$ cat config.mk
export PLATFORM = sky130hd
export DESIGN_NAME = dtfr_debug
export DESIGN_NICKNAME = d
export VERILOG_FILES = /design/src/rtl/dtfr_pkg.sv /design/src/rtl/dtfr_debug.sv
export SDC_FILE = /design/constraint.sdc
export NUM_CORES = 1
export LEC_CHECK = 0
export BUFFER_PORTS_ARGS = -buffer_cell sky130_fd_sc_hd__buf_2
export CORE_MARGIN = 5
export CORE_UTILIZATION = 61
export DETAILED_ROUTE_END_ITERATION = 8
export GPL_TIMING_DRIVEN = 0
export PLACE_DENSITY = 0.8
export SYNTH_ARGS = -nofsm -noshare
export SYNTH_HDL_FRONTEND = slang
export SYNTH_SLANG_ARGS = --single-unit
$ cat constraint.sdc
create_clock -name mclk -period 2.6 [get_ports mclk]
set_input_delay 0.26 -clock mclk [delete_from_list [all_inputs] [get_ports mclk]]
set_output_delay 0.26 -clock mclk [all_outputs]
set_load 0.05 [all_outputs]
$ cat src/rtl/dtfr_pkg.sv
package dtfr_pkg;

  ////////////////////////////////////////////////////////////////////////////
  // sizes
  localparam int unsigned DTFR_DEPTH = 8;
  localparam int unsigned DTFR_AW = 16;
  localparam int unsigned DTFR_DW = 8;
  localparam int unsigned DTFR_FW = 16;

  ////////////////////////////////////////////////////////////////////////////
  // register addresses in the normal memory map
  localparam logic [15:0] ADDR_HOST_FORCED_RESET = 16'h1801;
  localparam logic [15:0] ADDR_CMP_A_HIGH = 16'h1810;
  localparam logic [15:0] ADDR_CMP_A_LOW = 16'h1811;
  localparam logic [15:0] ADDR_CMP_B_HIGH = 16'h1812;
  localparam logic [15:0] ADDR_CMP_B_LOW = 16'h1813;
  localparam logic [15:0] ADDR_FIFO_HIGH = 16'h1814;
  localparam logic [15:0] ADDR_FIFO_LOW = 16'h1815;
  localparam logic [15:0] ADDR_DEBUG_CONTROL = 16'h1816;

  ////////////////////////////////////////////////////////////////////////////
  // reset values and fixed figures
  localparam logic [7:0] BYTE_ZERO = 8'h00;
  localparam logic [15:0] WORD_ZERO = 16'h0000;
  localparam logic [3:0] CNT_ZERO = 4'h0;
  localparam logic [3:0] CNT_ONE = 4'h1;
  localparam logic [3:0] CNT_LAST = 4'h7;
  localparam logic [3:0] CNT_FULL = 4'h8;
  localparam int unsigned FORCE_RESET_BIT = 0;

  ////////////////////////////////////////////////////////////////////////////
  // types
  typedef struct packed {
    logic valid;
    logic rnw;
    logic fetch;
    logic bgnd;
    logic [15:0] addr;
    logic [7:0] wdata;
  } dtfr_bus_t;

  // field order equals bit order 7..0 of debug_control
  typedef struct packed {
    logic module_enable;
    logic arm;
    logic tag_select;
    logic break_request_enable;
    logic cmp_a_direction;
    logic cmp_a_direction_enable;
    logic cmp_b_direction;
    logic cmp_b_direction_enable;
  } dtfr_ctrl_t;

  localparam dtfr_ctrl_t CTRL_RESET = dtfr_ctrl_t'(8'h00);

  typedef enum logic [1:0] {
    RUN_IDLE,
    RUN_WAIT,
    RUN_FILL
  } dtfr_run_t;

endpackage : dtfr_pkg

$ cat src/rtl/dtfr_debug.sv
module dtfr_debug
  import dtfr_pkg::*;
(
  input wire logic mclk,
  input wire logic rstn,
  input wire logic ce,
  input wire dtfr_bus_t bus,
  input wire logic secure,
  input wire logic trace_begin,
  input wire logic event_only,
  input wire logic trigger_type_select,
  output logic [7:0] rdata,
  output logic break_req,
  output logic break_tag,
  output logic system_reset_req,
  output logic capture_active_flag,
  output logic [3:0] fifo_count
);

  ////////////////////////////////////////////////////////////////////////////
  // decode

  function automatic logic hit(input dtfr_bus_t b, input logic [15:0] a);
    return b.valid && (b.addr == a);
  endfunction : hit

  function automatic logic cmp_match(input dtfr_bus_t b,
                                     input logic [15:0] value,
                                     input logic dir_en,
                                     input logic dir);
    return b.valid && (b.addr == value) && (!dir_en || (b.rnw == dir));
  endfunction : cmp_match

  logic wr;
  logic rd;
  assign wr = bus.valid && !bus.rnw;
  assign rd = bus.valid && bus.rnw;

  dtfr_ctrl_t ctrl_q;
  logic arm_q;
  logic [7:0] cmp_a_high_q;
  logic [7:0] cmp_a_low_q;
  logic [7:0] cmp_b_high_q;
  logic [7:0] cmp_b_low_q;
  logic [15:0] fifo_q [DTFR_DEPTH];
  logic [15:0] last_fetch_q;
  logic [3:0] cnt_q;
  dtfr_run_t run_q;
  dtfr_ctrl_t wctrl;
  assign wctrl = dtfr_ctrl_t'(bus.wdata);

  ////////////////////////////////////////////////////////////////////////////
  // register select strobes, shared by the read mux and the write paths

  logic sel_force;
  logic sel_cah;
  logic sel_cal;
  logic sel_cbh;
  logic sel_cbl;
  logic sel_fh;
  logic sel_fl;
  logic sel_ctrl;
  assign sel_force = hit(bus, ADDR_HOST_FORCED_RESET);
  assign sel_cah = hit(bus, ADDR_CMP_A_HIGH);
  assign sel_cal = hit(bus, ADDR_CMP_A_LOW);
  assign sel_cbh = hit(bus, ADDR_CMP_B_HIGH);
  assign sel_cbl = hit(bus, ADDR_CMP_B_LOW);
  assign sel_fh = hit(bus, ADDR_FIFO_HIGH);
  assign sel_fl = hit(bus, ADDR_FIFO_LOW);
  assign sel_ctrl = hit(bus, ADDR_DEBUG_CONTROL);

  // comparators freeze while armed so a run sees one stable match value
  logic cmp_wr_ok;
  assign cmp_wr_ok = ce && wr && !arm_q;

  // arming needs the enable as well; a secure part gets neither
  function automatic logic arm_grant(input dtfr_ctrl_t c, input logic sec);
    return c.arm && c.module_enable && !sec;
  endfunction : arm_grant

  logic arm_req;
  assign arm_req = arm_grant(wctrl, secure);

  logic [15:0] cmp_a_value;
  logic [15:0] cmp_b_value;
  assign cmp_a_value = {cmp_a_high_q, cmp_a_low_q};
  assign cmp_b_value = {cmp_b_high_q, cmp_b_low_q};

  ////////////////////////////////////////////////////////////////////////////
  // comparators and trigger

  logic match_a;
  logic match_b;
  logic trig_raw;
  logic trig;
  logic begin_mode;
  assign match_a = cmp_match(bus, cmp_a_value,
                             ctrl_q.cmp_a_direction_enable,
                             ctrl_q.cmp_a_direction);
  assign match_b = cmp_match(bus, cmp_b_value,
                             ctrl_q.cmp_b_direction_enable,
                             ctrl_q.cmp_b_direction);
  assign trig_raw = event_only ? match_b : (match_a || match_b);
  // tag type only qualifies which access counts; break timing is untouched
  assign trig = trig_raw && (!trigger_type_select || bus.fetch);
  // event-only modes always behave as begin traces
  assign begin_mode = trace_begin || event_only;

  ////////////////////////////////////////////////////////////////////////////
  // run control

  logic store_evt;
  logic push;
  logic run_done;
  logic ctrl_wr;
  logic adv;
  assign store_evt = event_only ? match_b : bus.fetch;
  assign push = arm_q && store_evt &&
                ((run_q == RUN_FILL) || ((run_q == RUN_WAIT) && trig));
  assign run_done = arm_q &&
                    ((begin_mode && push && (cnt_q == CNT_LAST)) ||
                     (!begin_mode && (run_q == RUN_FILL) && trig));
  assign ctrl_wr = wr && sel_ctrl;
  assign adv = rd && sel_fl && !arm_q;

  always_ff @(posedge mclk or negedge rstn) begin
    if (!rstn) begin
      ctrl_q <= CTRL_RESET;
    end else if (ce && ctrl_wr) begin
      ctrl_q <= wctrl;
      ctrl_q.module_enable <= wctrl.module_enable && !secure;
      // arm state lives in arm_q; the stored copy stays clear
      ctrl_q.arm <= 1'b0;
    end
  end

  // a write setting arm wins over a run ending in the same cycle
  always_ff @(posedge mclk or negedge rstn) begin
    if (!rstn) begin
      arm_q <= 1'b0;
    end else if (ce) begin
      if (ctrl_wr) begin
        arm_q <= arm_req;
      end else if (run_done) begin
        arm_q <= 1'b0;
      end
    end
  end

  // run phase: an end trace fills from arming, a begin trace waits
  always_ff @(posedge mclk or negedge rstn) begin
    if (!rstn) begin
      run_q <= RUN_IDLE;
    end else if (ce) begin
      if (ctrl_wr) begin
        if (arm_req) begin
          run_q <= begin_mode ? RUN_WAIT : RUN_FILL;
        end else begin
          run_q <= RUN_IDLE;
        end
      end else if (run_done) begin
        run_q <= RUN_IDLE;
      end else begin
        case (run_q)
          RUN_IDLE: begin
            run_q <= RUN_IDLE;
          end
          RUN_WAIT: begin
            if (trig) begin
              run_q <= RUN_FILL;
            end
          end
          RUN_FILL: begin
            run_q <= RUN_FILL;
          end
          default: begin
            run_q <= RUN_IDLE;
          end
        endcase
      end
    end
  end

  always_ff @(posedge mclk or negedge rstn) begin
    if (!rstn) begin
      cnt_q <= CNT_ZERO;
    end else if (ce) begin
      if (ctrl_wr && wctrl.arm) begin
        cnt_q <= CNT_ZERO;
      end else if (push && (cnt_q != CNT_FULL)) begin
        cnt_q <= cnt_q + CNT_ONE;
      end
    end
  end

  ////////////////////////////////////////////////////////////////////////////
  // comparator registers

  // one process per byte; all four share the armed write lock
  always_ff @(posedge mclk or negedge rstn) begin
    if (!rstn) begin
      cmp_a_high_q <= BYTE_ZERO;
    end else if (cmp_wr_ok && sel_cah) begin
      cmp_a_high_q <= bus.wdata;
    end
  end

  always_ff @(posedge mclk or negedge rstn) begin
    if (!rstn) begin
      cmp_a_low_q <= BYTE_ZERO;
    end else if (cmp_wr_ok && sel_cal) begin
      cmp_a_low_q <= bus.wdata;
    end
  end

  always_ff @(posedge mclk or negedge rstn) begin
    if (!rstn) begin
      cmp_b_high_q <= BYTE_ZERO;
    end else if (cmp_wr_ok && sel_cbh) begin
      cmp_b_high_q <= bus.wdata;
    end
  end

  always_ff @(posedge mclk or negedge rstn) begin
    if (!rstn) begin
      cmp_b_low_q <= BYTE_ZERO;
    end else if (cmp_wr_ok && sel_cbl) begin
      cmp_b_low_q <= bus.wdata;
    end
  end

  ////////////////////////////////////////////////////////////////////////////
  // fifo: newest word enters at the last slot, readout from slot 0

  always_ff @(posedge mclk or negedge rstn) begin
    if (!rstn) begin
      last_fetch_q <= WORD_ZERO;
    end else if (ce && bus.valid && bus.fetch) begin
      last_fetch_q <= bus.addr;
    end
  end

  logic shift;
  logic [15:0] capture_word;
  logic [15:0] in_word;
  assign shift = push || adv;
  // event-only runs keep just the written byte, full runs the address
  assign capture_word = event_only ? {BYTE_ZERO, bus.wdata}
                                   : bus.addr;
  // unarmed fifo low reads prime the tail, giving an eight-read delay line
  assign in_word = push ? capture_word : last_fetch_q;

  generate
    for (genvar i = 0; i < DTFR_DEPTH; i++) begin : g_fifo
      always_ff @(posedge mclk or negedge rstn) begin
        if (!rstn) begin
          fifo_q[i] <= WORD_ZERO;
        end else if (ce && shift) begin
          if (i == DTFR_DEPTH - 1) begin
            fifo_q[i] <= in_word;
          end else begin
            fifo_q[i] <= fifo_q[(i + 1) % DTFR_DEPTH];
          end
        end
      end
    end
  endgenerate

  ////////////////////////////////////////////////////////////////////////////
  // read data, registered one cycle after the read

  logic [7:0] rd_d;
  always_comb begin
    // unmapped addresses read zero
    rd_d = BYTE_ZERO;
    if (sel_cah) begin
      rd_d = cmp_a_high_q;
    end
    if (sel_cal) begin
      rd_d = cmp_a_low_q;
    end
    if (sel_cbh) begin
      rd_d = cmp_b_high_q;
    end
    if (sel_cbl) begin
      rd_d = cmp_b_low_q;
    end
    if (sel_fh) begin
      rd_d = event_only ? BYTE_ZERO : fifo_q[0][15:8];
    end
    if (sel_fl) begin
      rd_d = fifo_q[0][7:0];
    end
    if (sel_ctrl) begin
      rd_d = {ctrl_q.module_enable, arm_q, ctrl_q[5:0]};
    end
    if (sel_force) begin
      rd_d = BYTE_ZERO;
    end
  end

  always_ff @(posedge mclk or negedge rstn) begin
    if (!rstn) begin
      rdata <= BYTE_ZERO;
    end else if (ce && rd) begin
      rdata <= rd_d;
    end
  end

  ////////////////////////////////////////////////////////////////////////////
  // break request and forced reset, one-cycle pulses

  always_ff @(posedge mclk or negedge rstn) begin
    if (!rstn) begin
      break_req <= 1'b0;
    end else if (ce) begin
      break_req <= run_done && ctrl_q.break_request_enable;
    end
  end

  // the type only means something when a break is actually requested
  always_ff @(posedge mclk or negedge rstn) begin
    if (!rstn) begin
      break_tag <= 1'b0;
    end else if (ce && run_done && ctrl_q.break_request_enable) begin
      break_tag <= ctrl_q.tag_select;
    end
  end

  always_ff @(posedge mclk or negedge rstn) begin
    if (!rstn) begin
      system_reset_req <= 1'b0;
    end else if (ce) begin
      // only background commands reach the force-reset bit
      system_reset_req <= wr && bus.bgnd &&
                          hit(bus, ADDR_HOST_FORCED_RESET) &&
                          bus.wdata[FORCE_RESET_BIT];
    end
  end

  ////////////////////////////////////////////////////////////////////////////
  // status outputs are plain copies of their flops

  assign capture_active_flag = arm_q;
  assign fifo_count = cnt_q;

endmodule : dtfr_debug

== After elaboration in Yosys (flattened, before gate mapping) ==
Index checks and enable logic that the tools add are counted.

* Logic and storage cells: 136
* Bits of input ports: 35
* Register bits: 201

* Reductions and logical operators: 68
* Equal/unequal tests: 17
* Muxes and demuxes: 23
* Add/sub/neg operators: 1

{| class="wikitable"
|+ Operators with widths
! kind !! number
|-
| 16-bit by 13-bit == test with 1-bit output (second input constant) || 8
|-
| 8-bit two-way mux || 9
|-
| 1-bit logical AND || 48
|-
| 16-bit == test || 2
|-
| 16-bit two-way mux || 2
|-
| 2-bit two-way mux || 5
|-
| 1-bit logical OR || 8
|-
| 4-bit two-way mux || 2
|-
| 4-bit != test (second input constant) || 2
|-
| 1-bit logical NOT || 7
|-
| 2-bit AND reduction || 3
|-
| 4-bit by 1-bit adder with 4-bit output (second input constant) || 1
|-
| 4-bit by 3-bit == test with 1-bit output (second input constant) || 1
|-
| 1-bit two-way mux || 4
|-
| 2-bit one-hot mux with 2 select lines || 1
|-
| 2-bit nonzero test || 2
|-
| 1-bit == test || 2
|-
| 2-bit by 1-bit == test with 1-bit output (second input constant) || 1
|-
| 2-bit == test (second input constant) || 1
|}

== Depth between registers and ports, before layout ==
* Word-level depth: 15
* Depth in mapped cells: 11
* Mapped depth without buffers: 8

== Worst setup path after synthesis ==
OpenSTA, ideal clock, no wires.

* Path kind: flip-flop to flip-flop
* Start point: reg cmp_a_low_q[2]
* End point: reg fifo_q[125] (netlist name)
* Path slack: 0.174 ns
* Path buffers: 2
* Cell stages (with the launch flop): 11
* Data required time: 2.473 ns
* Data arrival time: 2.299 ns
* Clock period less this slack: 2.426 ns
* Cell sequence: dfrtp_1 xnor2_1 nand3b_1 a211oi_2 a41oi_1 a211oi_2 nand2_2 nand2_4 buf_6 buf_8 mux2_1

* Word-level cells in the longest chain between the ends: 11

{| class="wikitable"
|+ RTL lines
! what !! line !! source
|-
| from (decl) || dtfr_debug.sv:42 || <nowiki>logic [7:0] cmp_a_low_q;</nowiki>
|-
| from (signal assigned) || dtfr_debug.sv:212 || <nowiki>cmp_a_low_q <= bus.wdata;</nowiki>
|-
| 16-bit == test || dtfr_debug.sv:31 || <nowiki>return b.valid && (b.addr == value) && (!dir_en || (b.rnw == dir));</nowiki>
|-
| 1-bit logical AND (2 in series) || dtfr_debug.sv:31 ||
|-
| 1-bit logical OR || dtfr_debug.sv:103 || <nowiki>assign trig_raw = event_only ? match_b : (match_a || match_b);</nowiki>
|-
| 1-bit two-way mux || dtfr_debug.sv:103 ||
|-
| 1-bit logical AND || dtfr_debug.sv:105 || <nowiki>assign trig = trig_raw && (!trigger_type_select || bus.fetch);</nowiki>
|-
| 1-bit logical AND || dtfr_debug.sv:119 || <nowiki>((run_q == RUN_FILL) || ((run_q == RUN_WAIT) && trig));</nowiki>
|-
| 1-bit logical OR || dtfr_debug.sv:119 ||
|-
| 1-bit logical AND || dtfr_debug.sv:118 || <nowiki>assign push = arm_q && store_evt &&</nowiki>
|-
| 1-bit logical OR || dtfr_debug.sv:246 || <nowiki>assign shift = push || adv;</nowiki>
|-
| 1-bit logical AND || dtfr_debug.sv:258 || <nowiki>end else if (ce && shift) begin</nowiki>
|-
| to (signal, indexed assignment) || dtfr_debug.sv:260 || <nowiki>fifo_q[i] <= in_word;</nowiki>
|-
| to (signal, indexed assignment) || dtfr_debug.sv:262 || <nowiki>fifo_q[i] <= fifo_q[(i + 1) % DTFR_DEPTH];</nowiki>
|-
| to (decl) || dtfr_debug.sv:45 || <nowiki>logic [15:0] fifo_q [DTFR_DEPTH];</nowiki>
|}

No other way between the ends.
A chain may end at the register's enable or synchronous reset.

== Worst setup path after layout ==
* Start point: reg cmp_a_low_q[3]
* End point: reg fifo_q[55] (netlist name)

Same word-level chain as after synthesis.

==> run_results.csv <==
group,metric,value,unit
routing,wl_per_cell,25.1,µm
timing,setup_viol,130,
die,core.rowCount,44,
timing,grt_setup_unrepaired,"true",
layout,fin_nets,808,
clock_tree,numCtsBuffers,21,
critical_path,startpoint,"cmp_a_low_q[3]",
placed_design,gp_congestion,0.938,
placed_design,dp_cells,904,
die,die_w,131,µm
power_and_ir_drop,p_per_area,954,nW/µm²
critical_path,path_class,"reg -> reg",
timing,fmax,356,MHz
global_route,first_global_vias,6366,
synth,synth_edf_count,0,
outcome,status,"finished, violations left",
critical_path,required,2.97,ns
placed_design,hpwl,15100,µm
job,maxCapViolCount,0,
placed_design,port_buffers,48,
layout,fin_util,75.7,%
worst_hold_path,hp-start,"bus[9]",
clock_tree,cts_root_buffer,"clkbuf_16",
clock_tree,cts_tree,"yes",
synth,syn_area_per_cell,13.4,µm²
timing,drv_slew,0,
timing,max_slew.worst_pin.slew,0.903,ns
die,core,14500,µm²
synth,syn_inst,671,
synth,synth_area_leader_cell,"dfrtp_1",
routing,routed_wl,24200,µm
timing,post-route-period-util,108,%
global_route,gr-total-overflow,0,
synth,synth_seq_cells,201,
routing,firstDrtPassIters,5,
timing,max_slew_margin,39.6,%
timing,finalHoldViolCount,0,
power_and_ir_drop,p_leak,5.13,nW
power_and_ir_drop,pwr-share-clk,29.2,%
power_and_ir_drop,switching_share,28.8,%
global_route,track_usage,26.2,%
outcome,violations,"negative setup slack",
critical_path,cp_slowest_cell,"dfrtp_1",
die,initial_core_util,62.0,%
layout,drive_gt1_share,40.0,%
timing,min_period,2.81,ns
routing,drc,0,
routing,vias,6214,
synth,yosysUniqueCellTypes,51,
clock_tree,htree_levels,1,
synth,yosysWarnings,0,
die,num_io_pins,51,
synth,synthTopCellsByCount,"dfrtp_1 (201), mux2_2 (107), mux2_1 (42)",
synth,yosysMostFrequentCell,"dfrtp_1",
power_and_ir_drop,peakVddDrop,655,µV
synth,yosysTopAreaCellShare,56.0,%
global_route,antenna_found_initial,0,
critical_path,worstReg2RegStart,"cmp_a_low_q[3]",
clock_tree,clk_latency,0.50,ns
synth,syn_area,8980,µm²
critical_path,worstPathArrival,3.18,ns
timing,clock_skew,0.0245,ns
placed_design,pre_cts_slack,-0.562,ns
critical_path,cp_slowest_stage_delay,0.42,ns
worst_hold_path,hold_depth,2,
routing,drtIter0Drc,632,
layout,fill_cells,874,
critical_path,critPathLaunchType,"flip-flop",
layout,layout.cells.non_filler,967,
die,dieArea,17300,µm²
power_and_ir_drop,switchingPower,0.00301,W
power_and_ir_drop,p_seq_share,46.9,%
die,die_h,131,µm
timing,fin_ws,-0.205,ns
power_and_ir_drop,power_frac_comb,23.9,%
synth,async_flop_share,100,%
layout,area_growth,22.0,%
global_route,grt_first_pass_wirelength,36100,µm
layout,n_antenna_cell,0,
clock_tree,clk_pin_slew,0.07,ns
worst_hold_path,hold_class,"in -> reg",
timing,tns,-14.73,ns
synth,syn-num-nets,710,
synth,synthTopCellsByArea,"dfrtp_1 (56%), mux2_2 (13%), mux2_1 (5.3%)",
clock_tree,clock_path_buffers,3,
critical_path,critPathMaxFanout,5,
routing,ant_nets,0,
global_route,grt_start_max_net_pins,128,
critical_path,cp_cell_sequence,"xnor2_1 > nand4_1 > nor3_4 > a41oi_2 > a211oi_4 > buf_6 > nand2_8 > nand2_8 > clkbuf_16 > clkbuf_16 > mux2_4",
clock_tree,cts.sinks,201,
synth,ys.flop_type,"dfrtp_1",
critical_path,critPathCaptureType,"flip-flop",
power_and_ir_drop,intPower,0.00744,W
synth,synth_seq_area_share,56.0,%
routing,avgViaCountPerCell,6.43,
critical_path,worstRegToRegCells,11,
## per-layer routing
layer	vias up	routed length, µm	GRT usage (%)
met5	-	0	0
met4	0	863	9.43
met3	69	1610	3.67
met2	303	11900	42.8
met1	3202	9890	36.2
li1	2640	-	-
## worst max-delay path: cells and delay by family (launching register included)
family                 cells  cell delay (ns)
AO/OA/AOI/OAI              2             0.51
XOR/XNOR                   1             0.18
buffers and inverters      3             0.50
flip-flops                 1             0.42
multiplexers               1             0.30
AND/OR/NAND/NOR            4             0.76
## through the flow
step	total power [W]	area (µm²)	hold slack, ns
6_report	0.0104	11000	0.0795
5_1_grt	0.0109	11000	0.0743
4_1_cts	0.0101	10600	0.0670
3_5_place_dp	0.00667	9490	0.272
3_3_place_gp	0.00652	9450	0.463
2_1_floorplan	0.00595	8980	-0.0356
## cell usage in the layout, fill, tap and decap left out, types with 7 or more instances in the layout
cell type	n
a21oi_1	13
a221o_1	8
a221oi_1	14
a22o_1	7
buf_12	7
buf_2	47
buf_4	10
buf_6	11
clkbuf_1	15
clkbuf_16	29
dfrtp_1	201
inv_1	19
mux2_2	91
mux2_4	70
mux2i_1	8
nand2_1	26
nand3_1	12
nand4_1	14
nor2_1	23
o21ai_0	36
o221a_2	8
xnor2_1	28
## path summary, 6_finish.rpt
kind	endpoint	slack (ns)
worst min register to register	last_fetch_q[12]	0.49
worst max register to register	fifo_q[55]	-0.21
max in group asynchronous	cmp_b_high_q[2]	1.25
worst min-delay path	last_fetch_q[1]	0.08
worst max-delay path	fifo_q[55]	-0.21
min in group asynchronous	fifo_q[61]	0.33
## kinds of logic after synthesis
family / Yosys count / share of synthesized area (%)
mux: 169 / 21.6
simple gates: 112 / 6.81
flops: 201 / 56.0
xor+xnor: 34 / 3.48
compound gates: 103 / 8.29
buf+inv: 48 / 3.30
fa+ha+maj: 4 / 0.557
## layout make-up
type / instances / area (µm²) / area share [%]
buffer: 27 / 268 / 2.44
clock buffer: 29 / 606 / 5.53
clock inverter: 8 / 93.8 / 0.856
inverter: 19 / 71.3 / 0.651
multi-input combinational: 423 / 3980 / 36.3
sequential: 201 / 5030 / 45.9
tap: 184 / 230 / 2.10
timing repair buffer: 76 / 681 / 6.21
## registers in the layout (all words and copies together) (netlist names)
register and count:
fifo_q 128, last_fetch_q 16, cmp_a_high_q 8, cmp_a_low_q 8, cmp_b_high_q 8, cmp_b_low_q 8
rdata 8, ctrl_q 7, fifo_count 4, run_q 2, break_req 1, break_tag 1
capture_active_flag 1, system_reset_req 1
## timing repair
item,4_1_cts,5_1_grt
buffers inserted,11,6
pin swaps,6,9
hold buffers,1,0
resized for setup,55,48
setup endpoints to repair,131,132
endpoints found under the hold margin,74,0
cloned,3,8
## power by group through the flow
| stage | logic, W | registers, W | clock network [W] |
|---|---|---|---|
| after floorplan | 0.00129 | 0.00466 | 0 |
| after global placement | 0.00175 | 0.00477 | 0 |
| after detailed placement | 0.00185 | 0.00482 | 0 |
| after CTS | 0.00221 | 0.00482 | 0.00308 |
| after global routing | 0.00266 | 0.00499 | 0.00322 |
| final | 0.00250 | 0.00490 | 0.00306 |
No activity file was read; power rests on OpenSTA's default activity.
